==> config.mk <==
export PLATFORM = sky130hd
export DESIGN_NAME = cbt_bus_seq
export DESIGN_NICKNAME = d
export VERILOG_FILES = /design/src/logic/cbt_pkg.sv /design/src/logic/cbt_phase_gen.sv /design/src/logic/cbt_bus_seq.sv
export SDC_FILE = /design/constraint.sdc
export NUM_CORES = 1
export LEC_CHECK = 0
export ABC_AREA = 1
export BUFFER_PORTS_ARGS = -buffer_cell sky130_fd_sc_hd__buf_2
export CAP_MARGIN = 20
export CORE_ASPECT_RATIO = 1.2
export CORE_MARGIN = 5
export CORE_UTILIZATION = 44
export CTS_CLUSTER_SIZE = 28
export DETAILED_ROUTE_END_ITERATION = 8
export PLACE_DENSITY = 0.67
export REMOVE_ABC_BUFFERS = 1
export SKIP_CTS_REPAIR_TIMING = 1
export SYNTH_ARGS = -nofsm -noshare
export SYNTH_HDL_FRONTEND = slang
export SYNTH_SLANG_ARGS = --single-unit
export TNS_END_PERCENT = 30
==> constraint.sdc <==
create_clock -name sys_clk -period 5.4 [get_ports sys_clk]
set_clock_uncertainty 0.05 [all_clocks]
set_input_delay 0.54 -clock sys_clk [delete_from_list [all_inputs] [get_ports sys_clk]]
set_output_delay 0.54 -clock sys_clk [all_outputs]
set_load 0.01 [all_outputs]
==> src/logic/cbt_pkg.sv <==
// package: constants for the external bus cycle sequencer
package cbt_pkg;
  localparam int unsigned data_width      = 16;
  localparam int unsigned phase_count     = 8;
  localparam logic [2:0]  phase_first     = 3'h0;
  localparam logic [2:0]  phase_last      = 3'h7;
  // internal phase five counted from zero, phase six counted from one
  localparam logic [2:0]  phase_stretch   = 3'h5;
  localparam logic [2:0]  phase_pullup    = 3'h7;
  localparam logic [2:0]  phase_addr_on   = 3'h1;
  localparam logic [2:0]  phase_addr_off  = 3'h6;
  localparam logic [2:0]  phase_strb_on   = 3'h2;
  localparam logic [2:0]  phase_strb_off  = 3'h5;
  // write data outlasts its strobe by one clock period, two phases
  localparam logic [2:0]  phase_wdata_off = 3'h7;
  localparam int unsigned shift_base_m    = 5;
  localparam int unsigned shift_per_n_m   = 3;
  localparam logic [6:0]  shift_max_n     = 7'h7F;
  localparam int unsigned intr_latency_m  = 7;
  localparam logic [15:0] data_reset      = 16'h0000;
  localparam logic [9:0]  cycle_cnt_reset = 10'h000;
endpackage

==> src/logic/cbt_phase_gen.sv <==
// eight-phase machine cycle generator with stretch handling
`timescale 1ns/10ps
module cbt_phase_gen (
  input  wire logic       sys_clk,
  input  wire logic       rst,
  input  wire logic       stretch,
  output logic [2:0]      phase,
  output logic            cycle_end,
  output logic            held
);
  logic stretching;
  logic second_half;

  // phase six samples stretch every machine cycle, bus busy or not
  always_ff @(posedge sys_clk or posedge rst) begin
    if (rst) begin
      stretching  <= 1'b0;
      second_half <= 1'b0;
    end else if (phase == cbt_pkg::phase_stretch && !stretching) begin
      stretching  <= stretch;
      second_half <= 1'b0;
    end else if (held) begin
      // a clock period is two phases: release only after an even count
      second_half <= !second_half;
      if (second_half && !stretch) begin
        stretching <= 1'b0;
      end
    end
  end

  // one extra clock period minimum, one more per further period
  always_ff @(posedge sys_clk or posedge rst) begin
    if (rst) begin
      phase <= cbt_pkg::phase_first;
    end else if (phase == cbt_pkg::phase_stretch + 3'h1 && stretching) begin
      phase <= phase;
    end else begin
      phase <= phase + 3'h1;
    end
  end

  assign held      = stretching && (phase == cbt_pkg::phase_stretch + 3'h1);
  assign cycle_end = (phase == cbt_pkg::phase_last);
endmodule // cbt_phase_gen

==> src/logic/cbt_bus_seq.sv <==
// bus cycle sequencer: address, read and write phases on shared lines
// Contract
// - all address and data travel on one set of sixteen shared lines
// - address valid one phase before address strobe, held one after
// - address drivers released throughout the read data interval
// - write data valid at strobe lead, held one period after trail
// - minimal stretch adds one period, n more periods add n plus one
// - stretch sampled at every phase six, transfer or not
// - each machine cycle runs through eight phases, pull-ups in one
// - shift by n takes five plus three n cycles plus read stretch
// - interrupt answered within seven cycles plus read stretch
`timescale 1ns/10ps
module cbt_bus_seq (
  input  wire logic        sys_clk,
  input  wire logic        rst,
  input  wire logic        req,
  input  wire logic        req_write,
  input  wire logic [15:0] req_addr,
  input  wire logic [15:0] req_wdata,
  input  wire logic        stretch,
  input  wire logic [15:0] data_in,
  input  wire logic        shift_start,
  input  wire logic [6:0]  shift_n,
  input  wire logic        intr_req,
  output logic [15:0]      data_out,
  output logic             data_oe,
  output logic             address_strobe_n,
  output logic             read_data_strobe,
  output logic             write_data_strobe,
  output logic             pullup_en,
  output logic             busy,
  output logic             rd_valid,
  output logic [15:0]      rd_data,
  output logic             shift_done,
  output logic             intr_ack
);
  ////////////////////////////////////////////////////////////////////////
  typedef enum logic [1:0] {
    cbt_idle_type  = 2'b00,
    cbt_addr_type  = 2'b01,
    cbt_data_type  = 2'b10
  } cbt_state_type;

  cbt_state_type state;
  cbt_state_type next_state;
  logic [2:0]    phase;
  logic          cycle_end;
  logic          held;
  logic          is_write;
  logic [15:0]   addr;
  logic [15:0]   wdata;
  logic [9:0]    shift_left;
  logic          shift_run;
  logic [2:0]    intr_left;
  logic          intr_run;

  cbt_phase_gen u_phase (
    .sys_clk   (sys_clk),
    .rst       (rst),
    .stretch   (stretch),
    .phase     (phase),
    .cycle_end (cycle_end),
    .held      (held)
  );

  function automatic logic in_phase(input logic [2:0] p,
                                    input logic [2:0] lo,
                                    input logic [2:0] hi);
    in_phase = (p >= lo) && (p <= hi);
  endfunction

  ////////////////////////////////////////////////////////////////////////
  // transfers start only at a machine cycle boundary
  always_comb begin
    next_state = state;
    unique case (state)
      cbt_idle_type: if (cycle_end && req) next_state = cbt_addr_type;
      cbt_addr_type: if (cycle_end) next_state = cbt_data_type;
      cbt_data_type: if (cycle_end) next_state = cbt_idle_type;
      default:       next_state = cbt_idle_type;
    endcase
  end

  always_ff @(posedge sys_clk or posedge rst) begin
    if (rst) begin
      state <= cbt_idle_type;
    end else begin
      state <= next_state;
    end
  end

  always_ff @(posedge sys_clk or posedge rst) begin
    if (rst) begin
      is_write <= 1'b0;
      addr     <= cbt_pkg::data_reset;
      wdata    <= cbt_pkg::data_reset;
    end else if (state == cbt_idle_type && cycle_end && req) begin
      is_write <= req_write;
      addr     <= req_addr;
      wdata    <= req_wdata;
    end
  end

  ////////////////////////////////////////////////////////////////////////
  // next cycle's phase, so outputs stay straight from flip-flops
  logic [2:0] np;
  logic       in_addr;
  logic       in_data;
  logic       addr_win;
  logic       strb_win;
  logic       wdat_win;
  assign np       = held ? phase : phase + 3'h1;
  assign in_addr  = (next_state == cbt_addr_type);
  assign in_data  = (next_state == cbt_data_type);
  assign addr_win = in_phase(np, cbt_pkg::phase_addr_on,
                             cbt_pkg::phase_addr_off);
  assign strb_win = in_phase(np, cbt_pkg::phase_strb_on,
                             cbt_pkg::phase_strb_off);
  // a clock period spans two phases, so write data runs on to phase 7
  assign wdat_win = in_phase(np, cbt_pkg::phase_strb_on,
                             cbt_pkg::phase_wdata_off);

  // address 1..6, strobe 2..5: one phase margin each side
  always_ff @(posedge sys_clk or posedge rst) begin
    if (rst) begin
      address_strobe_n  <= 1'b1;
      read_data_strobe  <= 1'b0;
      write_data_strobe <= 1'b0;
      data_oe           <= 1'b0;
      data_out          <= cbt_pkg::data_reset;
    end else begin
      address_strobe_n  <= !(in_addr && strb_win);
      read_data_strobe  <= in_data && !is_write && strb_win;
      write_data_strobe <= in_data && is_write && strb_win;
      // read interval leaves the lines undriven
      if (in_addr && addr_win) begin
        data_oe  <= 1'b1;
        data_out <= addr;
      end else if (in_data && is_write && wdat_win) begin
        data_oe  <= 1'b1;
        data_out <= wdata;
      end else begin
        data_oe  <= 1'b0;
        data_out <= data_out;
      end
    end
  end

  // responder data is good by the strobe's end, capture there
  always_ff @(posedge sys_clk or posedge rst) begin
    if (rst) begin
      rd_valid <= 1'b0;
      rd_data  <= cbt_pkg::data_reset;
    end else begin
      rd_valid <= read_data_strobe && !(in_data && !is_write && strb_win);
      if (read_data_strobe) begin
        rd_data <= data_in;
      end
    end
  end

  always_ff @(posedge sys_clk or posedge rst) begin
    if (rst) begin
      pullup_en <= 1'b0;
      busy      <= 1'b0;
    end else begin
      pullup_en <= (np == cbt_pkg::phase_pullup);
      busy      <= (next_state != cbt_idle_type);
    end
  end

  ////////////////////////////////////////////////////////////////////////
  // shift timing: 5+3n machine cycles, stretch adds the read extension
  always_ff @(posedge sys_clk or posedge rst) begin
    if (rst) begin
      shift_left <= cbt_pkg::cycle_cnt_reset;
      shift_run  <= 1'b0;
      shift_done <= 1'b0;
    end else begin
      shift_done <= 1'b0;
      if (!shift_run && shift_start && shift_n != 7'h00) begin
        shift_run  <= 1'b1;
        shift_left <= 10'(cbt_pkg::shift_base_m)
                      + 10'(cbt_pkg::shift_per_n_m) * {3'h0, shift_n};
      end else if (shift_run && cycle_end && !held) begin
        if (shift_left == 10'h001) begin
          shift_run  <= 1'b0;
          shift_done <= 1'b1;
        end
        shift_left <= shift_left - 10'h001;
      end
    end
  end

  // interrupt acknowledged after seven machine cycles; stretch only delays
  always_ff @(posedge sys_clk or posedge rst) begin
    if (rst) begin
      intr_left <= 3'h0;
      intr_run  <= 1'b0;
      intr_ack  <= 1'b0;
    end else begin
      intr_ack <= 1'b0;
      if (!intr_run && intr_req && !intr_ack) begin
        intr_run  <= 1'b1;
        intr_left <= 3'(cbt_pkg::intr_latency_m);
      end else if (intr_run && cycle_end && !held) begin
        if (intr_left == 3'h1) begin
          intr_run <= 1'b0;
          intr_ack <= 1'b1;
        end
        intr_left <= intr_left - 3'h1;
      end
    end
  end
endmodule // cbt_bus_seq

### After elaboration in Yosys (flattened, before gate mapping)

Index checks and enable logic that the tools add are counted.

| cells by class | value |
|---|---|
| $lt $le $gt $ge | 5 |
| equal/unequal tests | 10 |
| muxes and demuxes | 30 |
| multipliers | 1 |
| add/sub/neg operators | 4 |
| reduce and logical (&&, ||, !) cells | 48 |

Operator list:

| kind | number |
|---|---|
| two-way mux 16 bit | 2 |
| logical AND 1 bit | 25 |
| two-way mux 10 bit | 2 |
| two-way mux 1 bit | 19 |
| nonzero test 2 bit | 8 |
| == test 3 bit, second input constant | 4 |
| adder 3 x 9 -> 10 bit, first input constant | 1 |
| == test 10 x 1 -> 1 bit, second input constant | 1 |
| zero test 1 bit | 10 |
| subtractor 10 x 1 -> 10 bit, second input constant | 1 |
| <= comparator 3 bit, second input constant | 3 |
| multiplier 2 x 7 -> 9 bit, first input constant | 1 |
| two-way mux 3 bit | 3 |
| nonzero test 7 bit | 1 |
| two-way mux 2 bit | 3 |
| one-hot mux 2 bit (3 select lines) | 1 |
| AND reduction 2 bit | 3 |
| == test 2 x 1 -> 1 bit, second input constant | 2 |
| == test 2 bit, second input constant | 2 |
| adder 3 x 1 -> 3 bit, second input constant | 1 |
| == test 3 x 1 -> 1 bit, second input constant | 1 |
| greater-or-equal comparator 3 x 1 -> 1 bit, second input constant | 1 |
| greater-or-equal comparator 3 x 2 -> 1 bit, second input constant | 1 |
| subtractor 3 x 1 -> 3 bit, second input constant | 1 |
| zero test 2 bit | 1 |

| storage, ports and cells | value |
|---|---|
| output and inout port bits | 41 |
| word-level logic and storage cells | 120 |
| register bits after elaboration | 96 |
| input bits | 62 |

### Longest topological paths before layout

Gate-level depths: netlist of the first run.

| depth | value |
|---|---|
| word-level depth | 9 |
| gate-level depth with buffers | 13 |

### Hierarchy

From an unflattened synthesis of the first run, not the netlist that was laid out.

| second synthesis, totals | value |
|---|---|
| cell total of the unflattened synthesis | 512 |
| area, all modules | 4907.2 um^2 |

Modules (own cells, without submodules):

| module | sequential area each (um^2) | cells each | times used | area an instance (um^2) |
|---|---|---|---|---|
| cbt_bus_seq | 2278.4 | 479 | 1 | 4623.2 |
| cbt_phase_gen | 125.1 | 33 | 1 | 284.0 |

### Least setup slack after synthesis of the first run

OpenSTA, ideal clock, no wires.

| path | value |
|---|---|
| path type | input to register |
| start point | in shift_n[1] |
| end point | reg shift_left[5] |
| arrival time | 1.739 ns |
| setup slack | 3.494 ns |
| setup time | 0.117 ns |
| path buffers | 0 |
| stages | 10 |
| data required time | 5.233 ns |
| cell sequence | inv_1 > ha_1 > inv_1 > fa_1 > nand2_1 > nand3b_1 > nand3_1 > nand2_1 > nand2_1 > nand2_1 |

| on the way | value |
|---|---|
| longest elaborated chain between the ends | 3 |
| elaborated cells on any way between the ends | 6 |
| those cells by class | add/sub (1); mul (1); mux (1); reduce/logical (3) |

RTL lines:

| item | line | RTL |
|---|---|---|
| start: declaration | cbt_bus_seq.sv:23 | `input wire logic [6:0] shift_n,` |
| multiplier 2 x 7 -> 9 bit or nonzero test 7 bit (tied branches) | cbt_bus_seq.sv:184, cbt_bus_seq.sv:181 |  |
| adder 3 x 9 -> 10 bit or logical AND 1 bit (tied branches) | cbt_bus_seq.sv:184, cbt_bus_seq.sv:181 |  |
| two-way mux 10 bit or nonzero test 2 bit (tied branches) | -- |  |
| end signal: assignment | cbt_bus_seq.sv:176 | `shift_left <= cbt_pkg::cycle_cnt_reset;` |
| end signal: assignment | cbt_bus_seq.sv:183 | `shift_left <= 10'(cbt_pkg::shift_base_m)` |
| end signal: assignment | cbt_bus_seq.sv:190 | `shift_left <= shift_left - 10'h001;` |
| end: declaration | cbt_bus_seq.sv:52 | `logic [9:0] shift_left;` |

Parallel ways exist; a longest one is shown, timed or not.
A chain may end at the register's enable or synchronous reset.

### Worst setup path after layout of the first run

| path | value |
|---|---|
| start point | reg u_phase.phase[0] |
| end point | reg data_out[12] |

| on the way | value |
|---|---|
| elaborated cells on any way between the ends | 23 |
| those cells by class | add/sub (1); order compare (4); eq/ne (4); mux (6); reduce/logical (8) |

RTL lines:

| item | line | RTL |
|---|---|---|
| start: declaration | cbt_phase_gen.sv:7 | `output logic [2:0] phase,` |
| start signal: assignment | cbt_phase_gen.sv:34 | `phase <= cbt_pkg::phase_first;` |
| start signal: assignment | cbt_phase_gen.sv:36 | `phase <= phase;` |
| start signal: assignment | cbt_phase_gen.sv:38 | `phase <= phase + 3'h1;` |
| parallel branches: the longest is 2 deep, another holds adder 3 x 1 -> 3 bit | -- |  |
| two-way mux 3 bit (*) | cbt_bus_seq.sv:112 | `assign np = held ? phase : phase + 3'h1;` |
| net np[1] | cbt_bus_seq.sv:106 | `logic [2:0] np;` |
| greater-or-equal comparator 3 x 1 -> 1 bit, or another cell as far along | cbt_bus_seq.sv:69 | `in_phase = (p >= lo) && (p <= hi);` |
| logical AND 1 bit | cbt_bus_seq.sv:69 |  |
| logical AND 1 bit, on equally long branches | cbt_bus_seq.sv:136, cbt_bus_seq.sv:139 |  |
| two-way mux 16 bit or nonzero test 2 bit (tied branches) | -- |  |
| end signal: assignment | cbt_bus_seq.sv:138 | `data_out <= addr;` |
| end signal: assignment | cbt_bus_seq.sv:141 | `data_out <= wdata;` |
| end signal: assignment | cbt_bus_seq.sv:144 | `data_out <= data_out;` |
| end: declaration | cbt_bus_seq.sv:25 | `output logic [15:0] data_out,` |

Mark *: on every way through the listed nets, which the timed path passes.

==> results.sh, run 1 <==
export IMPL_status="finished clean"
export IMPL_synth_avg_cell_area_um2=10.3
export IMPL_die_x_um=105
export IMPL_fin_total_pwr_mw=3.21
export IMPL_synth_area_um2=4770
export IMPL_finalInstanceArea_um2=5640
export IMPL_syn2layout_area_growth_pct=18.2
export IMPL_wl_per_cell_um=14.7
export IMPL_die_area_um2=13000
export IMPL_overflow=0
export IMPL_dp_cells=681
export IMPL_regToRegStartpoint="u_phase.phase[0]"
export IMPL_start_util_pct=45.2
export IMPL_drive_gt1_share_pct=33.3
export IMPL_synth_edf_count=0
export IMPL_ys_types=37
export IMPL_via_per_inst=5.11
export IMPL_grt_total_usage_pct=15.9
export IMPL_regArea_um2=2400
export IMPL_cp_cell_sequence="inv_1 -> ha_1 -> inv_1 -> nand4_2 -> nand3_4 -> nand3_1 -> nand3_1"
export IMPL_start_kind="register"
export IMPL_cts_root_buf="clkbuf_16"
export IMPL_vdd_drop_max_uv=218
export IMPL_synthArstFlopShare_pct=100
export IMPL_min_period_ps=2350
export IMPL_slew_viol_final=0
export IMPL_max_freq_ghz=0.425
export IMPL_ios=103
export IMPL_synth_top_area_cell="dfrtp_1"
export IMPL_worstPathRequired_ps=5630
export IMPL_die_h_um=124
export IMPL_whs_ps=36.4
export IMPL_clockBufferDepth=2
export IMPL_final_nets=652
export IMPL_cp_startpoint="u_phase.phase[0]"
export IMPL_fill_cells=976
export IMPL_num_rows=41
export IMPL_crit_fanout=17
export IMPL_grt_pass1_wl_mm=16.9
export IMPL_place_area_um2=5340
export IMPL_detailedRoute_firstPassIterationCount=4
export IMPL_cp_top_family="simple AND/OR/NAND/NOR gates"
export IMPL_antenna_found_initial=0
export IMPL_grt_max_degree=88
export IMPL_routabilityCongestion=0.822
export IMPL_leakage_nw=2.94
export IMPL_postRouteAntennaNets=0
export IMPL_core_area_um2=10600
export IMPL_synth_seq_cells=96
export IMPL_layout_common_cells="buf_2, dfrtp_1, nand2_1"
export IMPL_route_detailed_drc=0
export IMPL_htree_levels=3
export IMPL_cp_arrival_ps=2580
export IMPL_multi_input_comb_area_um2=2050
export IMPL_r2r_end="data_out[12]"
export IMPL_setup_slack_ps=3050
export IMPL_synthCells=462
export IMPL_cp_num_buf_inv=2
export IMPL_power_density_nw_per_um2=569
export IMPL_antennaDiodeCount=0
export IMPL_synth_ff_type="dfrtp_1"
export IMPL_cts_tree="yes"
export IMPL_cpMaxStageDelayCell="nand4_2"
export IMPL_first_global_vias=3636
export IMPL_synth_area_leaders="dfrtp_1, mux2_2, ha_1, nand2_1, nand3_1"
export IMPL_drtIter0Drc=162
export IMPL_crit_path_max_incr_delay_ps=510
export IMPL_synth_seq_area_share_pct=50.4
export IMPL_hpwl_mm=7.44
export IMPL_slew_headroom_pct=57.2
export IMPL_rsz0062_at_grt="false"
export IMPL_hold_viol_final=0
export IMPL_worst_pin_slew_ps=642
export IMPL_cts_buffers=9
export IMPL_synth_top_cell_area_share_pct=49.8
export IMPL_vias=3561
export IMPL_dp_slack_ps=3100
export IMPL_clock_latency_ps=340
export IMPL_cts_sinks=96
export IMPL_reg2reg_depth=7
export IMPL_worstSetupPathType="reg2reg"
export IMPL_finalSetupViolCount=0
export IMPL_ys_warn_count=0
export IMPL_fin_setup_tns_ps=0
export IMPL_post_route_util_pct=53.4
export IMPL_final_cells=697
export IMPL_worstSetupEndpointType="register"
export IMPL_period_share_pct=43.6
export IMPL_max_cap_viol_count=0
export IMPL_clk_pin_slew_ps=70
export IMPL_hp_class="in2async"
export IMPL_r2r_slack_ps=3050
export IMPL_layout_commonest_cell="buf_2"
export IMPL_port_buffers=102
export IMPL_routed_wirelength_mm=10.2
## state kept, by name, indices dropped and copies added, names as in the netlist, 2 cells and up
| name | flops |
|---|---|
| data_out | 16 |
| u_phase.phase | 3 |
| shift_left | 10 |
| rd_data | 16 |
| intr_left | 3 |
| wdata | 16 |
| state | 2 |
| addr | 16 |
## where the power goes
part	internal [mW]	switching (mW)
registers	1.07	0.212
logic	0.558	0.782
clock network	0.324	0.267
## worst max path at each step
stage / endpoint / cells past startpoint / slack, ps
after CTS: data_out[2] / 7 / 3070
after detailed placement: data_out[4] / 7 / 3100
after floorplan: addr[0] / 1 / 2310
final: data_out[12] / 7 / 3050
after global placement: data_out[7] / 7 / 3170
after global routing: data_out[4] / 7 / 2910
## cell families after synthesis
family	share of synthesized area (%)
buffers and inverters	6.69
adders and majority gates	6.97
muxes	11.3
and+or+nand+nor	20.8
DFF	50.4
AOI/OAI and AO/OA	3.33
xor gates and xnor gates	0.551
## area by class of cell
class | count | area share (%)
clock buffer | 11 | 4.30
timing repair buffer | 104 | 9.67
inverter | 54 | 3.70
sequential | 96 | 42.6
tap | 129 | 2.86
clock inverter | 4 | 0.532
multi-input combinational | 299 | 36.3
## layer usage
| layer | global-route usage [%] | vias to the layer above | part of all wire [%] |
|---|---|---|---|
| li1 | - | 1758 | - |
| met1 | 19.7 | 1685 | 42 |
| met2 | 27.2 | 100 | 49 |
| met3 | 2.90 | 18 | 6.0 |
| met4 | 7.43 | 0 | 2.3 |
| met5 | 0 | - | 0 |
## cell usage after synthesis (2+ instances only)
master	instances
a21oi_1	10
buf_2	3
buf_4	2
buf_6	3
clkbuf_1	2
clkbuf_8	3
dfrtp_1	95
ha_1	25
inv_1	51
mux2_2	48
nand2_1	73
nand2_2	3
nand2_4	4
nand3_1	52
nand3_2	2
nand3_4	4
nand3b_1	2
nand4_1	20
nor2_1	24
nor3_1	4
o21ai_0	13
o22ai_1	2
xor2_1	3
Power figures use the tool's default switching activity.
==> run 2: changes to the inputs <==
Settings changed: PLACE_DENSITY 0.67 to 0.69.
Clock period 5.4 ns to 2.1 ns, I/O delays scaled along.
==> run 2 against run 1 <==
Sequential share of layout area fell by 0.64 points. Utilization is 0.82 points higher. Global-route usage stayed put. Worst setup slack lost 2900 ps. Hold slack improved by 8.1 ps. Combinational power rose to 2.6 times the previous value. Non-clock buffer count is 4 higher. Fmax increased by 22%. Via count did not move.
==> results.sh, run 2 (synthesis results as in run 1) <==
export IMPL_r2r_slack_ps=180
export IMPL_cpMostUsedCell="nand2_4"
export IMPL_cts_root_buf="clkbuf_16"
export IMPL_vias=3561
export IMPL_cp_top_family="simple AND/OR/NAND/NOR gates"
export IMPL_layout_common_cells="buf_2, dfrtp_1, nand2_1"
export IMPL_ios=103
export IMPL_start_util_pct=45.2
export IMPL_worstSetupPathType="reg2reg"
export IMPL_reg2reg_depth=10
export IMPL_postRouteAntennaNets=0
export IMPL_num_rows=41
export IMPL_worst_pin_slew_ps=657
export IMPL_setup_slack_ps=175
export IMPL_routabilityCongestion=0.775
export IMPL_cp_cell_sequence="inv_1 -> ha_1 -> nand3_4 -> nand2_4 -> inv_2 -> nand2_4 -> nand2_4 -> inv_4 -> nand2_1 -> nand3_1"
export IMPL_leakage_nw=2.98
export IMPL_crit_path_max_incr_delay_ps=430
export IMPL_grt_max_degree=52
export IMPL_power_density_nw_per_um2=1480
export IMPL_cts_sinks=96
export IMPL_clk_pin_slew_ps=70
export IMPL_slew_viol_final=0
export IMPL_holdCritStartpoint="req_addr[4]"
export IMPL_cts_buffers=9
export IMPL_min_period_ps=1920
export IMPL_vdd_drop_max_uv=590
export IMPL_status="finished clean"
export IMPL_wl_per_cell_um=14.5
export IMPL_detailedRoute_firstPassIterationCount=4
export IMPL_overflow=0
export IMPL_die_x_um=105
export IMPL_rsz0062_at_grt="false"
export IMPL_clock_latency_ps=340
export IMPL_port_buffers=102
export IMPL_die_area_um2=13000
export IMPL_htree_levels=3
export IMPL_worstSetupEndpointType="register"
export IMPL_period_share_pct=91.7
export IMPL_route_detailed_drc=0
export IMPL_layout_commonest_cell="buf_2"
export IMPL_clockBufferDepth=2
export IMPL_cp_startpoint="u_phase.phase[0]"
export IMPL_dp_slack_ps=114
export IMPL_cp_num_buf_inv=3
export IMPL_hpwl_mm=7.82
export IMPL_max_cap_viol_count=0
export IMPL_syn2layout_area_growth_pct=20.0
export IMPL_die_h_um=124
export IMPL_fin_total_pwr_mw=8.46
export IMPL_slew_headroom_pct=56.2
export IMPL_path_depth=10
export IMPL_hold_viol_final=0
export IMPL_finalInstanceArea_um2=5730
export IMPL_drive_gt1_share_pct=33.8
export IMPL_core_area_um2=10600
export IMPL_cp_arrival_ps=2150
export IMPL_antenna_found_initial=0
export IMPL_fill_cells=948
export IMPL_regToRegStartpoint="u_phase.phase[0]"
export IMPL_cts_tree="yes"
export IMPL_place_area_um2=5400
export IMPL_r2r_end="data_out[12]"
export IMPL_final_nets=657
export IMPL_routed_wirelength_mm=10.2
export IMPL_via_per_inst=5.07
export IMPL_first_global_vias=3591
export IMPL_max_freq_ghz=0.520
export IMPL_drtIter0Drc=171
export IMPL_grt_pass1_wl_mm=16.8
export IMPL_worstPathRequired_ps=2320
export IMPL_cpMaxStageDelayCell="dfrtp_1"
export IMPL_crit_fanout=18
export IMPL_cp_endpoint="data_out[12]"
export IMPL_start_kind="register"
export IMPL_antennaDiodeCount=0
export IMPL_grt_total_usage_pct=15.9
export IMPL_finalSetupViolCount=0
export IMPL_hp_class="in2reg"
-- run 2: how the worst min path moves through the flow --
stage	endpoint	slack, ps	cells after the start
finish	addr[4]	40	2
global route	addr[1]	40	2
CTS	intr_run	-200	2
detailed placement	intr_ack	170	2
global placement	intr_ack	160	2
floorplan	addr[0]	310	1
-- run 2: final cells by class --
cell class              count  area (µm²)  share of cell area (%)
clock buffers              10         229                    4.00
multi-input cells         300        2080                    36.2
clock inverters             6        66.3                    1.16
well taps                 129         161                    2.82
repair buffers            108         583                    10.2
flip-flops and latches     96        2400                    42.0
inverters                  54         209                    3.65
-- run 2: metrics by stage --
step                      TNS (ps)  instances  util (%)  hold slack (ps)
final                            0        703      54.2             44.4
after global routing             0        703      54.2             38.8
after CTS                        0        701      53.9             -201
after detailed placement         0        685      51.1              169
after global placement           0        685      51.1              164
after floorplan             -63070        449         -              311
-- run 2: power breakdown --
part | leakage [nW] | internal (mW) | total (mW) | switching [mW]
Sequential | 1.16 | 2.74 | 3.32 | 0.580
Clock | 0.147 | 0.930 | 1.63 | 0.700
Combinational | 1.67 | 1.47 | 3.51 | 2.04
Total | 2.98 | 5.14 | 8.46 | 3.31
-- run 2: metal layers --
metal  vias to the layer above  wire length [µm]  track usage [%]
li1                       1771                 -                -
met4                         0               209             7.03
met5                         -                 0                0
met1                      1675              4170             19.3
met3                        15               616             3.53
met2                       100              5230             27.4
==> run 3: changes to the inputs <==
Settings changed: ABC_AREA 1 to default, CORE_MARGIN 5 to default, MAX_ROUTING_LAYER from default to met4, PLACE_DENSITY 0.69 to 0.7.
==> run 3 against run 2 <==
Clock power is 4% lower. Utilization rose by 2.0 points. Sequential share of layout area up 1.0 points. Non-clock buffer count grew 10. Critical endpoint is now data_out[15].
==> results.sh, run 3 <==
export IMPL_dp_cells=617
export IMPL_synth_area_um2=4500
export IMPL_synthArstFlopShare_pct=100
export IMPL_die_area_um2=10600
export IMPL_cts_buffers=9
export IMPL_detailedRoute_firstPassIterationCount=5
export IMPL_grt_total_usage_pct=18.5
export IMPL_antenna_found_initial=0
export IMPL_dp_slack_ps=-68.9
export IMPL_crit_fanout=17
export IMPL_synth_ff_type="dfrtp_1"
export IMPL_hpwl_mm=6.41
export IMPL_die_x_um=94.4
export IMPL_start_kind="register"
export IMPL_synth_top_area_cell="dfrtp_1"
export IMPL_core_area_um2=9960
export IMPL_finalSetupViolCount=0
export IMPL_slew_headroom_pct=54.3
export IMPL_cts_tree="yes"
export IMPL_fin_total_pwr_mw=7.83
export IMPL_hold_viol_final=0
export IMPL_slew_viol_final=0
export IMPL_syn2layout_area_growth_pct=24.3
export IMPL_clock_latency_ps=340
export IMPL_grt_pass1_wl_mm=15.0
export IMPL_worstSetupEndpointType="register"
export IMPL_synth_avg_cell_area_um2=11.6
export IMPL_final_cells=635
export IMPL_max_cap_viol_count=0
export IMPL_synth_edf_count=0
export IMPL_fill_cells=867
export IMPL_leakage_nw=2.77
export IMPL_synth_seq_cells=96
export IMPL_hp_class="in2reg"
export IMPL_power_density_nw_per_um2=1400
export IMPL_htree_levels=3
export IMPL_synth_area_leaders="dfrtp_1, ha_1, mux2_2, a221o_1, inv_1"
export IMPL_cp_arrival_ps=2160
export IMPL_layout_common_cells="buf_2, dfrtp_1, inv_1"
export IMPL_post_route_util_pct=56.2
export IMPL_cts_root_buf="clkbuf_16"
export IMPL_yosys_top_cells_count="dfrtp_1, inv_1, nand2_1"
export IMPL_synthCells=388
export IMPL_wl_per_cell_um=14.1
export IMPL_first_global_vias=3298
export IMPL_via_per_inst=5.10
export IMPL_routed_wirelength_mm=8.92
export IMPL_vias=3239
export IMPL_vdd_drop_max_uv=555
export IMPL_ios=103
export IMPL_start_util_pct=45.2
export IMPL_num_rows=40
export IMPL_ys_types=51
export IMPL_routabilityCongestion=0.783
export IMPL_port_buffers=102
export IMPL_postRouteAntennaNets=0
export IMPL_worstPathRequired_ps=2270
export IMPL_layout_commonest_cell="buf_2"
export IMPL_worstSetupPathType="reg2reg"
export IMPL_antennaDiodeCount=0
export IMPL_status="finished clean"
export IMPL_period_share_pct=94.6
export IMPL_yosysMostFrequentCell="dfrtp_1"
export IMPL_route_detailed_drc=0
export IMPL_grt_max_degree=50
export IMPL_rsz0062_at_grt="false"
export IMPL_cts_sinks=96
export IMPL_synth_top_cell_area_share_pct=52.8
export IMPL_min_period_ps=1990
export IMPL_ys_warn_count=0
export IMPL_clockBufferDepth=2
export IMPL_final_nets=592
export IMPL_setup_slack_ps=114
export IMPL_synth_seq_area_share_pct=53.4
export IMPL_drtIter0Drc=120
export IMPL_max_freq_ghz=0.504
export IMPL_worst_pin_slew_ps=685
export IMPL_overflow=0
export IMPL_clk_pin_slew_ps=70
export IMPL_die_h_um=113
export IMPL_drive_gt1_share_pct=36.0
[run 3: changes by cell type after synthesis, moves of 7 or more]
cell	change
nand3_1	-42
xor2_1	+9
nand2_1	-43
a221o_1	+16
inv_1	-15
mux2_1	+9
nand4_1	-20
o21ai_1	+7
mux2_2	-24
[run 3: worst max-delay path: stages, from the launching register on]
cell      delay [ps]
dfrtp_2          450
ha_2             220
and2_1           140
o21a_1           230
inv_2             90
o211ai_4          80
a21boi_4         160
buf_12           160
a221o_1          290
[run 3: routing by layer]
layer	vias to the layer above	global-route usage [%]	wire length (µm)
met5	-	-	0
met3	18	2.89	323
met4	0	8.92	216
met1	1586	21.3	3790
met2	73	31.3	4600
li1	1562	-	-
[run 3: layout make-up]
type	count	area, µm²	share of cell area [%]
Timing Repair Buffer	118	683	12.2
Multi-Input combinational cell	239	1900	34.0
Sequential cell	96	2410	43.0
Clock buffer	11	253	4.52
Clock inverter	5	36.3	0.648
Inverter	40	158	2.82
Tap cell	126	158	2.82
[run 3: logic make-up (layout without fill, tap and decap cells)]
logic type / after synthesis / in the layout / synth area share (%)
flip-flops: 96 / 96 / 53.4
AND/OR/NAND/NOR: 91 / 91 / 9.97
AO/OA/AOI/OAI: 69 / 69 / 11.7
buffers and inverters: 53 / 174 / 5.22
multiplexers: 36 / 36 / 8.92
adder cells (fa/ha/maj): 26 / 26 / 7.39
XOR/XNOR: 17 / 17 / 3.47
[run 3: metrics by stage]
stage,hold WS [ps],TNS (ps),instance area [µm²]
3_5_place_dp,224,-916,5260
3_3_place_gp,209,0,5260
5_1_grt,31.8,0,5600
4_1_cts,-140,-899,5540
6_report,29.8,0,5600
2_1_floorplan,277,-96810,4420
[run 3: final timing paths]
| path | endpoint | from | slack, ps | cells after the start |
|---|---|---|---|---|
| max | data_out[15] | u_phase.phase[0] | 110 | 8 |
| min | wdata[0] | req_wdata[0] | 30 | 3 |
| max reg2reg | data_out[15] | u_phase.phase[0] | 110 | 8 |
| min reg2reg | addr[2] | addr[2] | 450 | 1 |
| max in group asynchronous | shift_left[9] | rst | 1000 | 4 |
| min in group asynchronous | u_phase.phase[1] | rst | 400 | 3 |
[run 3: power by group]
group          internal, mW  switching (mW)
clock                 0.876           0.695
sequential             2.66           0.524
combinational          1.54            1.53
